### src/hp_slot_pkg.sv
/*
  Constants shared by the hot-plug slot register block: register
  indices, field positions, reset values and sensor bit order.
  Assumes a 32-bit classic Wishbone bus whose byte address is four
  times the register index.
*/
package hp_slot_pkg;

  // Register indices; byte address is index * 4
  localparam logic [9:0] SLOT_CTL_IDX = 10'h058;
  localparam logic [9:0] SLOT_STS_IDX = 10'h05a;
  localparam logic [9:0] SLOT_CFG_IDX = 10'h080;

  // Slot control fields
  localparam int unsigned CTL_EN_W     = 6;
  localparam int unsigned CTL_HOTPLUG_IRQ_MASTER_EN_BIT = 5;
  localparam int unsigned CTL_ILK_BIT  = 11;
  localparam int unsigned CTL_LAC_BIT  = 12;
  localparam logic [CTL_EN_W-1:0] CTL_EN_RST = 6'h00;

  // Slot status fields
  localparam int unsigned STS_FLAG_LO  = 0;
  localparam int unsigned STS_LATCH    = 5;
  localparam int unsigned STS_PRES     = 6;
  localparam int unsigned STS_ILK      = 7;
  localparam int unsigned STS_LAC_BIT  = 8;
  localparam int unsigned FLAG_W       = 6;
  localparam logic [FLAG_W-1:0] FLAG_RST = 6'h00;

  // Configuration field: interlock fitted
  localparam int unsigned CFG_ILK_BIT  = 0;

  // Sensor vector order after synchronisation
  localparam int unsigned SENSE_W      = 5;
  localparam int unsigned SN_ATTN      = 0;
  localparam int unsigned SN_PFAULT    = 1;
  localparam int unsigned SN_LATCH     = 2;
  localparam int unsigned SN_PRES      = 3;
  localparam int unsigned SN_ILK       = 4;
  // Card present out of reset, all else low
  localparam logic [SENSE_W-1:0] SENSE_RST = 5'h08;

endpackage
### src/hp_sense_if.sv
/*
  Carries the filtered slot sensor levels from the input
  synchroniser to the register block. Assumes one clock domain.
*/
`timescale 1ns/10ps
interface hp_sense_if;
  import hp_slot_pkg::*;

  logic [SENSE_W-1:0] level;

  modport src (output level);
  modport dst (input  level);
endinterface

### src/hotplug_slot_status_control.sv
/*
  Hot-plug slot control (upper part) and slot status registers for
  one switch port, reached over classic Wishbone, 32-bit data.
  Assumes sensor pins are asynchronous, while link-active and
  command-done come from logic on clk_i.
*/
`timescale 1ns/10ps
// Summary of operation
// Interlock toggle control bit 11 always reads as zero.
// Writing one to bit 11 toggles a fitted interlock; zero does nothing.
// Without interlock capability, bit 11 is read-only zero, no toggle.
// Link-active-change enable bit 12 lets that event raise a hot-plug event.
// Attention button press sets status bit 0; reset zero; write one clears.
// Power fault report sets status bit 1; write one clears.
// Retention latch sensor change sets status bit 2; write one clears.
// Card presence change sets status bit 3; write one clears.
// Completed issued command sets status bit 4; write one clears.
// Status bit 5 shows latch state, 0 closed, 1 open.
// Status bit 6 shows card presence, reset value one.
// Status bit 7 shows interlock state when fitted, 1 engaged.
// Link layer active change sets status bit 8; write one clears.
// Hot-plug event only while master enable control bit 5 set.
// Writing zero leaves flags; reserved bits ignore writes, read zero.
module hotplug_slot_status_control
  import hp_slot_pkg::*;
(
  input  wire logic        clk_i,            // Config clock, 25 MHz
  input  wire logic        rst_i,            // Sync reset, high
  input  wire logic        wb_cyc_i,         // Bus cycle
  input  wire logic        wb_stb_i,         // Strobe
  input  wire logic        wb_we_i,          // Write enable
  input  wire logic [11:0] wb_adr_i,         // Byte address
  input  wire logic [3:0]  wb_sel_i,         // Byte lanes
  input  wire logic [31:0] wb_dat_i,         // Write data
  output logic      [31:0] wb_dat_o,         // Read data
  output logic             wb_ack_o,         // Acknowledge
  input  wire logic        attn_button_i,    // Button pressed pin
  input  wire logic        power_fault_i,    // Power fault pin
  input  wire logic        latch_open_i,     // Latch open pin
  input  wire logic        card_present_i,   // Presence pin
  input  wire logic        interlock_on_i,   // Interlock engaged pin
  input  wire logic        link_layer_active_i, // Link active level
  input  wire logic        cmd_done_i,       // Command done pulse
  output logic             interlock_toggle_o, // Toggle pulse
  output logic             hotplug_event_o   // Hot-plug event level
);

  hp_sense_if sense_bus ();

  hp_in_sync #(
    .W       (SENSE_W),
    .RST_VAL (SENSE_RST)
  ) u_sync (
    .clk_i (clk_i),
    .rst_i (rst_i),
    .pin_i ({interlock_on_i, card_present_i, latch_open_i,
             power_fault_i, attn_button_i}),
    .sense (sense_bus.src)
  );

  // Lane that carries a given data bit
  function automatic logic lane(input logic [3:0]  sel,
                                input int unsigned pos);
    return sel[pos / 8];
  endfunction

  logic [SENSE_W-1:0]  lvl;
  logic [SENSE_W-1:0]  prev_q;
  logic                lal_q;
  logic [CTL_EN_W-1:0] ctl_en_q;
  logic                lac_en_q;
  logic                ilk_cap_q;
  logic [FLAG_W-1:0]   flags_q;
  logic [FLAG_W-1:0]   flags_d;
  logic                ack_q;
  logic [31:0]         dat_q;
  logic                tog_q;
  logic                irq_q;

  assign lvl = sense_bus.level;

  // Bus decode
  wire        req     = wb_cyc_i & wb_stb_i;
  wire [9:0]  idx     = wb_adr_i[11:2];
  wire        hit_ctl = idx == SLOT_CTL_IDX;
  wire        hit_sts = idx == SLOT_STS_IDX;
  wire        hit_cfg = idx == SLOT_CFG_IDX;
  // Write lands on the edge that samples ack
  wire        wr_go   = req & wb_we_i & ack_q;
  wire        wr_ctl  = wr_go & hit_ctl;
  wire        wr_sts  = wr_go & hit_sts;
  wire        wr_cfg  = wr_go & hit_cfg;

  // Sensor events
  wire attn_rise = lvl[SN_ATTN] & ~prev_q[SN_ATTN];
  wire pf_rise   = lvl[SN_PFAULT] & ~prev_q[SN_PFAULT];
  wire latch_chg = lvl[SN_LATCH] ^ prev_q[SN_LATCH];
  wire pres_chg  = lvl[SN_PRES] ^ prev_q[SN_PRES];
  wire lac_chg   = link_layer_active_i ^ lal_q;

  wire [FLAG_W-1:0] set_v = {lac_chg, cmd_done_i, pres_chg,
                             latch_chg, pf_rise, attn_rise};

  // Write one clears, per byte lane
  wire        clr_hi = wr_sts & lane(wb_sel_i, STS_LAC_BIT);
  wire        clr_lo = wr_sts & lane(wb_sel_i, STS_FLAG_LO);
  wire [FLAG_W-1:0] clr_v = {
    clr_hi & wb_dat_i[STS_LAC_BIT],
    {(FLAG_W-1){clr_lo}} & wb_dat_i[FLAG_W-2:0]
  };

  // Set wins over a clear in the same cycle
  assign flags_d = (flags_q & ~clr_v) | set_v;

  wire toggle_d = wr_ctl & lane(wb_sel_i, CTL_ILK_BIT)
                & wb_dat_i[CTL_ILK_BIT] & ilk_cap_q;

  wire ilk_state = ilk_cap_q & lvl[SN_ILK];

  // Read views; unused and reserved bits are zero
  wire [15:0] ctl_rd = {3'h0, lac_en_q, 6'h00, ctl_en_q};
  wire [15:0] sts_rd = {7'h00, flags_q[FLAG_W-1], ilk_state,
                        lvl[SN_PRES], lvl[SN_LATCH],
                        flags_q[FLAG_W-2:0]};
  wire [15:0] cfg_rd = {15'h0000, ilk_cap_q};

  wire [15:0] rd_word = hit_ctl ? ctl_rd :
                        hit_sts ? sts_rd :
                        hit_cfg ? cfg_rd : 16'h0000;

  wire [FLAG_W-1:0] en_v = {lac_en_q, ctl_en_q[FLAG_W-2:0]};
  wire irq_d = ctl_en_q[CTL_HOTPLUG_IRQ_MASTER_EN_BIT] & |(flags_q & en_v);

  always_ff @(posedge clk_i) begin
    if (rst_i) begin
      ack_q <= 1'b0;
      dat_q <= 32'h0000_0000;
    end else begin
      ack_q <= req & ~ack_q;
      if (req & ~ack_q) begin
        dat_q <= {16'h0000, rd_word};
      end
    end
  end

  always_ff @(posedge clk_i) begin
    if (rst_i) begin
      ctl_en_q <= CTL_EN_RST;
    end else if (wr_ctl & lane(wb_sel_i, 0)) begin
      ctl_en_q <= wb_dat_i[CTL_EN_W-1:0];
    end
  end

  always_ff @(posedge clk_i) begin
    if (rst_i) begin
      lac_en_q <= 1'b0;
    end else if (wr_ctl & lane(wb_sel_i, CTL_LAC_BIT)) begin
      lac_en_q <= wb_dat_i[CTL_LAC_BIT];
    end
  end

  always_ff @(posedge clk_i) begin
    if (rst_i) begin
      ilk_cap_q <= 1'b0;
    end else if (wr_cfg & lane(wb_sel_i, CFG_ILK_BIT)) begin
      ilk_cap_q <= wb_dat_i[CFG_ILK_BIT];
    end
  end

  // Previous levels start at reset values, so no event at release
  always_ff @(posedge clk_i) begin
    if (rst_i) begin
      prev_q  <= SENSE_RST;
      lal_q   <= 1'b0;
      flags_q <= FLAG_RST;
      tog_q   <= 1'b0;
      irq_q   <= 1'b0;
    end else begin
      prev_q  <= lvl;
      lal_q   <= link_layer_active_i;
      flags_q <= flags_d;
      tog_q   <= toggle_d;
      irq_q   <= irq_d;
    end
  end

  assign wb_ack_o           = ack_q;
  assign wb_dat_o           = dat_q;
  assign interlock_toggle_o = tog_q;
  assign hotplug_event_o    = irq_q;

  wire rd_ack = wb_ack_o & ~wb_we_i;

  a_toggle_reads_zero: assert property (
    @(posedge clk_i) disable iff (rst_i)
    rd_ack && hit_ctl |-> !wb_dat_o[CTL_ILK_BIT])
    else $error("interlock toggle bit read as one");

  a_toggle_on_write: assert property (
    @(posedge clk_i) disable iff (rst_i)
    wr_ctl && wb_sel_i[1] && wb_dat_i[CTL_ILK_BIT] && ilk_cap_q
    |=> interlock_toggle_o ##1 !interlock_toggle_o)
    else $error("interlock toggle pulse missing or long");

  a_toggle_needs_cap: assert property (
    @(posedge clk_i) disable iff (rst_i)
    !ilk_cap_q || !wr_ctl |=> !interlock_toggle_o)
    else $error("interlock toggled without capability");

  a_link_event_out: assert property (
    @(posedge clk_i) disable iff (rst_i)
    ctl_en_q[CTL_HOTPLUG_IRQ_MASTER_EN_BIT] && lac_en_q && flags_q[FLAG_W-1]
    |=> hotplug_event_o)
    else $error("enabled link change gave no event");

  a_attn_flag_set: assert property (
    @(posedge clk_i) disable iff (rst_i)
    $rose(lvl[SN_ATTN]) |=> flags_q[0])
    else $error("button press not flagged");

  a_pfault_flag_set: assert property (
    @(posedge clk_i) disable iff (rst_i)
    $rose(lvl[SN_PFAULT]) |=> flags_q[1])
    else $error("power fault not flagged");

  a_latch_flag_set: assert property (
    @(posedge clk_i) disable iff (rst_i)
    lvl[SN_LATCH] != prev_q[SN_LATCH] |=> flags_q[2])
    else $error("latch change not flagged");

  a_pres_flag_set: assert property (
    @(posedge clk_i) disable iff (rst_i)
    $changed(lvl[SN_PRES]) |=> flags_q[3])
    else $error("presence change not flagged");

  a_cmd_flag_set: assert property (
    @(posedge clk_i) disable iff (rst_i)
    cmd_done_i |=> flags_q[4])
    else $error("command done not flagged");

  a_latch_read_back: assert property (
    @(posedge clk_i) disable iff (rst_i)
    rd_ack && hit_sts
    |-> wb_dat_o[STS_LATCH] == $past(lvl[SN_LATCH]))
    else $error("latch state read wrong");

  a_pres_read_back: assert property (
    @(posedge clk_i) disable iff (rst_i)
    rd_ack && hit_sts && $past(lvl[SN_PRES])
    |-> wb_dat_o[STS_PRES])
    else $error("presence state read wrong");

  a_ilk_read_back: assert property (
    @(posedge clk_i) disable iff (rst_i)
    rd_ack && hit_sts
    |-> wb_dat_o[STS_ILK] == $past(ilk_state))
    else $error("interlock state read wrong");

  a_link_flag_set: assert property (
    @(posedge clk_i) disable iff (rst_i)
    $changed(link_layer_active_i) |=> flags_q[FLAG_W-1])
    else $error("link active change not flagged");

  a_master_enable_gate: assert property (
    @(posedge clk_i) disable iff (rst_i)
    !ctl_en_q[CTL_HOTPLUG_IRQ_MASTER_EN_BIT] |=> !hotplug_event_o)
    else $error("event raised with master enable off");

  a_zero_write_keeps: assert property (
    @(posedge clk_i) disable iff (rst_i)
    wr_sts && flags_q[0] && !wb_dat_i[0] |=> flags_q[0])
    else $error("zero write cleared a flag");

  a_reserved_read_zero: assert property (
    @(posedge clk_i) disable iff (rst_i)
    rd_ack && (hit_sts || hit_ctl) |-> wb_dat_o[31:13] == 19'h0_0000)
    else $error("reserved bits read nonzero");

  // Clear side of each flag; a set in the same cycle wins instead
  a_attn_flag_clear: assert property (
    @(posedge clk_i) disable iff (rst_i)
    wr_sts && wb_sel_i[0] && wb_dat_i[0] && !attn_rise |=> !flags_q[0])
    else $error("button flag not cleared by one");

  a_pfault_flag_clear: assert property (
    @(posedge clk_i) disable iff (rst_i)
    wr_sts && wb_sel_i[0] && wb_dat_i[1] && !pf_rise |=> !flags_q[1])
    else $error("fault flag not cleared by one");

  a_latch_flag_clear: assert property (
    @(posedge clk_i) disable iff (rst_i)
    wr_sts && wb_sel_i[0] && wb_dat_i[2] && !latch_chg |=> !flags_q[2])
    else $error("latch flag not cleared by one");

  a_pres_flag_clear: assert property (
    @(posedge clk_i) disable iff (rst_i)
    wr_sts && wb_sel_i[0] && wb_dat_i[3] && !pres_chg |=> !flags_q[3])
    else $error("presence flag not cleared by one");

  a_cmd_flag_clear: assert property (
    @(posedge clk_i) disable iff (rst_i)
    wr_sts && wb_sel_i[0] && wb_dat_i[4] && !cmd_done_i |=> !flags_q[4])
    else $error("command flag not cleared by one");

  a_link_flag_clear: assert property (
    @(posedge clk_i) disable iff (rst_i)
    wr_sts && wb_sel_i[1] && wb_dat_i[STS_LAC_BIT] && !lac_chg
    |=> !flags_q[FLAG_W-1])
    else $error("link change flag not cleared by one");

  // Reset values, seen at the first edge after release
  a_attn_reset_zero: assert property (
    @(posedge clk_i)
    $fell(rst_i) |-> !flags_q[0])
    else $error("button flag not zero after reset");

  a_pres_reset_one: assert property (
    @(posedge clk_i)
    $fell(rst_i) |-> lvl[SN_PRES])
    else $error("presence level not one after reset");

  a_link_en_read: assert property (
    @(posedge clk_i) disable iff (rst_i)
    rd_ack && hit_ctl
    |-> wb_dat_o[CTL_LAC_BIT] == $past(lac_en_q))
    else $error("link change enable read wrong");

  a_sts_reserved_zero: assert property (
    @(posedge clk_i) disable iff (rst_i)
    rd_ack && hit_sts
    |-> wb_dat_o[15:STS_LAC_BIT+1] == '0)
    else $error("reserved status bits read nonzero");

  a_toggle_single_pulse: assert property (
    @(posedge clk_i) disable iff (rst_i)
    interlock_toggle_o |=> !interlock_toggle_o)
    else $error("interlock toggle pulse too long");

  a_cap_hides_ilk: assert property (
    @(posedge clk_i) disable iff (rst_i)
    rd_ack && hit_sts && !$past(ilk_cap_q)
    |-> !wb_dat_o[STS_ILK])
    else $error("interlock state shown without capability");

endmodule

### src/hp_in_sync.sv
/*
  Three-stage synchroniser for the slot sensor pins. A new level is
  accepted once the second and third stages agree.
  Assumes pins are asynchronous to clk_i; clk_i is the config clock.
*/
`timescale 1ns/10ps
module hp_in_sync
  import hp_slot_pkg::*;
#(
  parameter int unsigned       W       = SENSE_W,
  parameter logic [W-1:0]      RST_VAL = SENSE_RST
) (
  input  wire logic         clk_i,  // Config clock
  input  wire logic         rst_i,  // Sync reset, high
  input  wire logic [W-1:0] pin_i,  // Raw sensor pins
  hp_sense_if.src           sense   // Filtered levels
);

  if (W != SENSE_W) begin : g_bad_width
    $error("hp_in_sync: W must equal SENSE_W");
  end

  logic [W-1:0] s1_q;
  logic [W-1:0] s2_q;
  logic [W-1:0] s3_q;
  logic [W-1:0] st_q;
  logic [W-1:0] st_d;
  wire  [W-1:0] agree = ~(s2_q ^ s3_q);

  // First stage feeds only the second
  assign st_d = (agree & s3_q) | (~agree & st_q);

  always_ff @(posedge clk_i) begin
    if (rst_i) begin
      s1_q <= RST_VAL;
      s2_q <= RST_VAL;
      s3_q <= RST_VAL;
      st_q <= RST_VAL;
    end else begin
      s1_q <= pin_i;
      s2_q <= s1_q;
      s3_q <= s2_q;
      st_q <= st_d;
    end
  end

  assign sense.level = st_q;

endmodule

### config.mk
export PLATFORM = sky130hd
export DESIGN_NAME = hotplug_slot_status_control
export DESIGN_NICKNAME = d
export VERILOG_FILES = /design/src/hp_slot_pkg.sv /design/src/hp_sense_if.sv /design/src/hotplug_slot_status_control.sv /design/src/hp_in_sync.sv
export SDC_FILE = /design/constraint.sdc
export NUM_CORES = 1
export LEC_CHECK = 0
export ABC_AREA = 1
export BUFFER_PORTS_ARGS = -buffer_cell sky130_fd_sc_hd__buf_2
export CORE_MARGIN = 3
export CORE_UTILIZATION = 43
export DETAILED_ROUTE_END_ITERATION = 10
export GPL_TIMING_DRIVEN = 0
export PLACE_DENSITY = 0.78
export SYNTH_ARGS = -nofsm -noshare
export SYNTH_HDL_FRONTEND = slang
export SYNTH_HIERARCHICAL = 1
export SYNTH_SLANG_ARGS = --single-unit
### constraint.sdc
create_clock -name clk_i -period 3.1 [get_ports clk_i]
set_input_delay 0 -clock clk_i [delete_from_list [all_inputs] [get_ports clk_i]]
set_output_delay 0 -clock clk_i [all_outputs]
set_load 0.02 [all_outputs]
==> impl_metrics.env <==
export IMPL_start_util=0.461
export IMPL_synth_cell_type_count=31
export IMPL_fp_dieArea_um2=6130
export IMPL_hold_viol=0
export IMPL_async_reset_ff_frac=0
export IMPL_postCtsSetupBuffers=0
export IMPL_final_non_filler_cell_total=450
export IMPL_yosysWarningCount=6
export IMPL_number_of_nets_with_antenna_violations_after_routing=0
export IMPL_setup_worst_path_class="flip-flop to flip-flop"
export IMPL_detail_route_vias_per_cell=4.40
export IMPL_number_of_antenna_violations_at_the_first_check_in_global_routing=0
export IMPL_power_leakage_uw=0.00140
export IMPL_final_setup_margin_ns=1.14
export IMPL_synth_seq_area_share=0.463
export IMPL_synthTopCellsByCount="dfxtp_1, nor2_1, inv_1"
export IMPL_cts_buffers_inserted=5
export IMPL_cts_clk_slew_worst_paths_ns=0.09
export IMPL_setup_tns_ns=0
export IMPL_floorplan_core_area_um2=4880
export IMPL_worst_path_max_delay_cell="dlygate4sd3_1"
export IMPL_crit_path_max_fanout=7
export IMPL_syn_area_um2=2250
export IMPL_final_min_period_over_clock_period=0.632
export IMPL_finalClockSkew_ns=0.00315
export IMPL_slew_headroom=0.641
export IMPL_worst_pin_slew_ns=0.538
export IMPL_worst_endpoint_arrival_ns=2.14
export IMPL_min_delay_path_class="primary input to flip-flop"
export IMPL_cts_root_buf="clkbuf_8"
export IMPL_synth_enable_flop_cells=0
export IMPL_synth_flop_cell="dfxtp_1"
export IMPL_grt_total_usage=0.152
export IMPL_rows=25
export IMPL_initial_detailed_routing_violation_count=105
export IMPL_cpPeakStageDelay_ns=0.56
export IMPL_nets=442
export IMPL_die_height_um=78.3
export IMPL_clock_tree_buffer_depth=2
export IMPL_detailed_place_hpwl_um=3340
export IMPL_place_gp_congestion=0.875
export IMPL_required_ns=3.28
export IMPL_hold_depth=4
export IMPL_remaining_drc_errors=0
export IMPL_grt_start_max_net_pins=16
export IMPL_max_freq_mhz=510
export IMPL_number_of_instances_in_the_synthesized_netlist=292
export IMPL_avgRoutedWirePerCell_um=10.2
export IMPL_cts_htree_levels=2
export IMPL_cellPowerDensity_nw_per_um2=448
export IMPL_final_period_minus_worst_setup_slack_ns=1.96
export IMPL_first_global_vias=1828
export IMPL_worst_path_most_repeated_cell="nand2_1"
export IMPL_maximum_capacitance_violations=0
export IMPL_netlist_area_leader_share=0.463
export IMPL_vias=1980
export IMPL_worst_r2r_cell_count=8
export IMPL_buffer_ports_inserted=45
export IMPL_dp_cells=425
export IMPL_synthesis_area_per_instance_um2=7.70
export IMPL_finish_utilization=0.597
export IMPL_timing_critical_path_to_type="flip-flop"
export IMPL_synth_top_cells_by_area="dfxtp_1, nor2_1, inv_1"
export IMPL_worstPathCellList="nand2_1 -> nor2_1 -> nand2_1 -> nor2_2 -> nand2_1 -> a21oi_1 -> dlygate4sd3_1 -> nor2_1"
export IMPL_netlist_top_cell_by_area="dfxtp_1"
export IMPL_tritoncts_clock_tree="built"
export IMPL_worst_setup_path_start_kind="flip-flop"
export IMPL_drt_total_wl_um=4570
export IMPL_io_pins=95
export IMPL_total_power_uw=1310
export IMPL_drive_above_1_share=0.256
export IMPL_synthToLayoutAreaGrowth_pct=29.6
export IMPL_numClockSinks=52
export IMPL_clock_latency_ns=0.31
export IMPL_detailedPlace_worstSlack_ns=1.71
export IMPL_globalRoute_totalOverflow=0
export IMPL_first_pass_iters=4
export IMPL_slew_violations=0
export IMPL_peakVddDrop_mv=0.199
export IMPL_inserted_diodes=0
export IMPL_grt_pass1_wl_um=7490
export IMPL_outcome="complete, no violations"
export IMPL_synth_seq_cells=52
export IMPL_grt_setup_unrepaired="no"
export IMPL_setup_violations=0
export IMPL_die_width_um=78.3
cell type report:
class                           count  area [um^2]
Fill cell                         456         1970
Timing Repair Buffer               62          395
Multi-Input combinational cell    182          882
Tap cell                           67         83.8
Clock buffer                        6         72.6
Buffer                             29          216
Clock inverter                      2         35.0
Inverter                           50          188
Sequential cell                    52         1040
critical path: cells and delay by family (launching register included):
family / cells / cell delay, ns
AOI/OAI and AO/OA: 1 / 0.12
and+or+nand+nor: 6 / 0.75
DFF: 1 / 0.39
buffers and inverters: 1 / 0.56
power by group:
part / internal [uW] / switching (uW)
Clock: 240 / 212
Combinational: 73.1 / 86.4
Sequential: 685 / 8.84
Total: 998 / 307
metrics by stage:
step | cell area, um^2 | hold slack (ns)
2_1_floorplan | 2330 | 0.0841
3_3_place_gp | 2640 | 0.176
3_5_place_dp | 2640 | 0.179
4_1_cts | 2910 | 0.0681
5_1_grt | 2910 | 0.0968
6_report | 2910 | 0.0892
timing repair:
| action | 4_1_cts | 5_1_grt |
|---|---|---|
| hold buffers | 17 | 0 |
| endpoints found under the hold margin | 19 | 0 |
| gates resized for setup | 0 | 0 |
final timing paths:
path	from	endpoint	slack [ns]
min	wb_dat_i[8]	flags_q[5]	0.09
min reg2reg	u_sync/s1_q[2]	u_sync/s2_q[2]	0.41
max reg2reg	wb_ack_o	flags_q[4]	1.14
max	wb_ack_o	flags_q[4]	1.14
layer usage:
layer  up-vias  routed length (um)  global-route usage
li1       1035                   -                   -
met1       868                1930               0.165
met2        72                2270               0.275
met3         5                 330              0.0447
met4         0                  38              0.0647
met5         -                   0                   0
flip-flops by register name (all words and copies together), names as in the netlist, named ones only:
name,cells
prev_q,4
lac_en_q,1
ilk_cap_q,1
ctl_en_q,6
lal_q,1
u_sync/s2_q,5
wb_dat_o,10
u_sync/s1_q,5
hotplug_event_o,1
u_sync/s3_q,5
interlock_toggle_o,1
flags_q,6
wb_ack_o,1
cells by family after synthesis:
group / Yosys count / share of synthesized area
AND/OR/NAND/NOR: 106 / 0.217
AO/OA/AOI/OAI: 51 / 0.127
flip-flops: 52 / 0.463
buffers and inverters: 79 / 0.180
XOR/XNOR: 3 / 0.0117
other: 1 / 0.00167
cell usage in the layout, fill, tap and decap left out, drive strengths merged:
master,instances
nor2,58
nand3,8
dlygate4sd3,17
nand2,29
nand4,1
nor3,5
xnor2,3
inv,50
nor3b,1
a21oi,19
o31ai,2
buf,73
bufinv,1
clkinv,1
clkbuf,7
or2,4
o22ai,2
dfxtp,52
o21ai,28
conb,22
(Power assumes the default switching activity.)
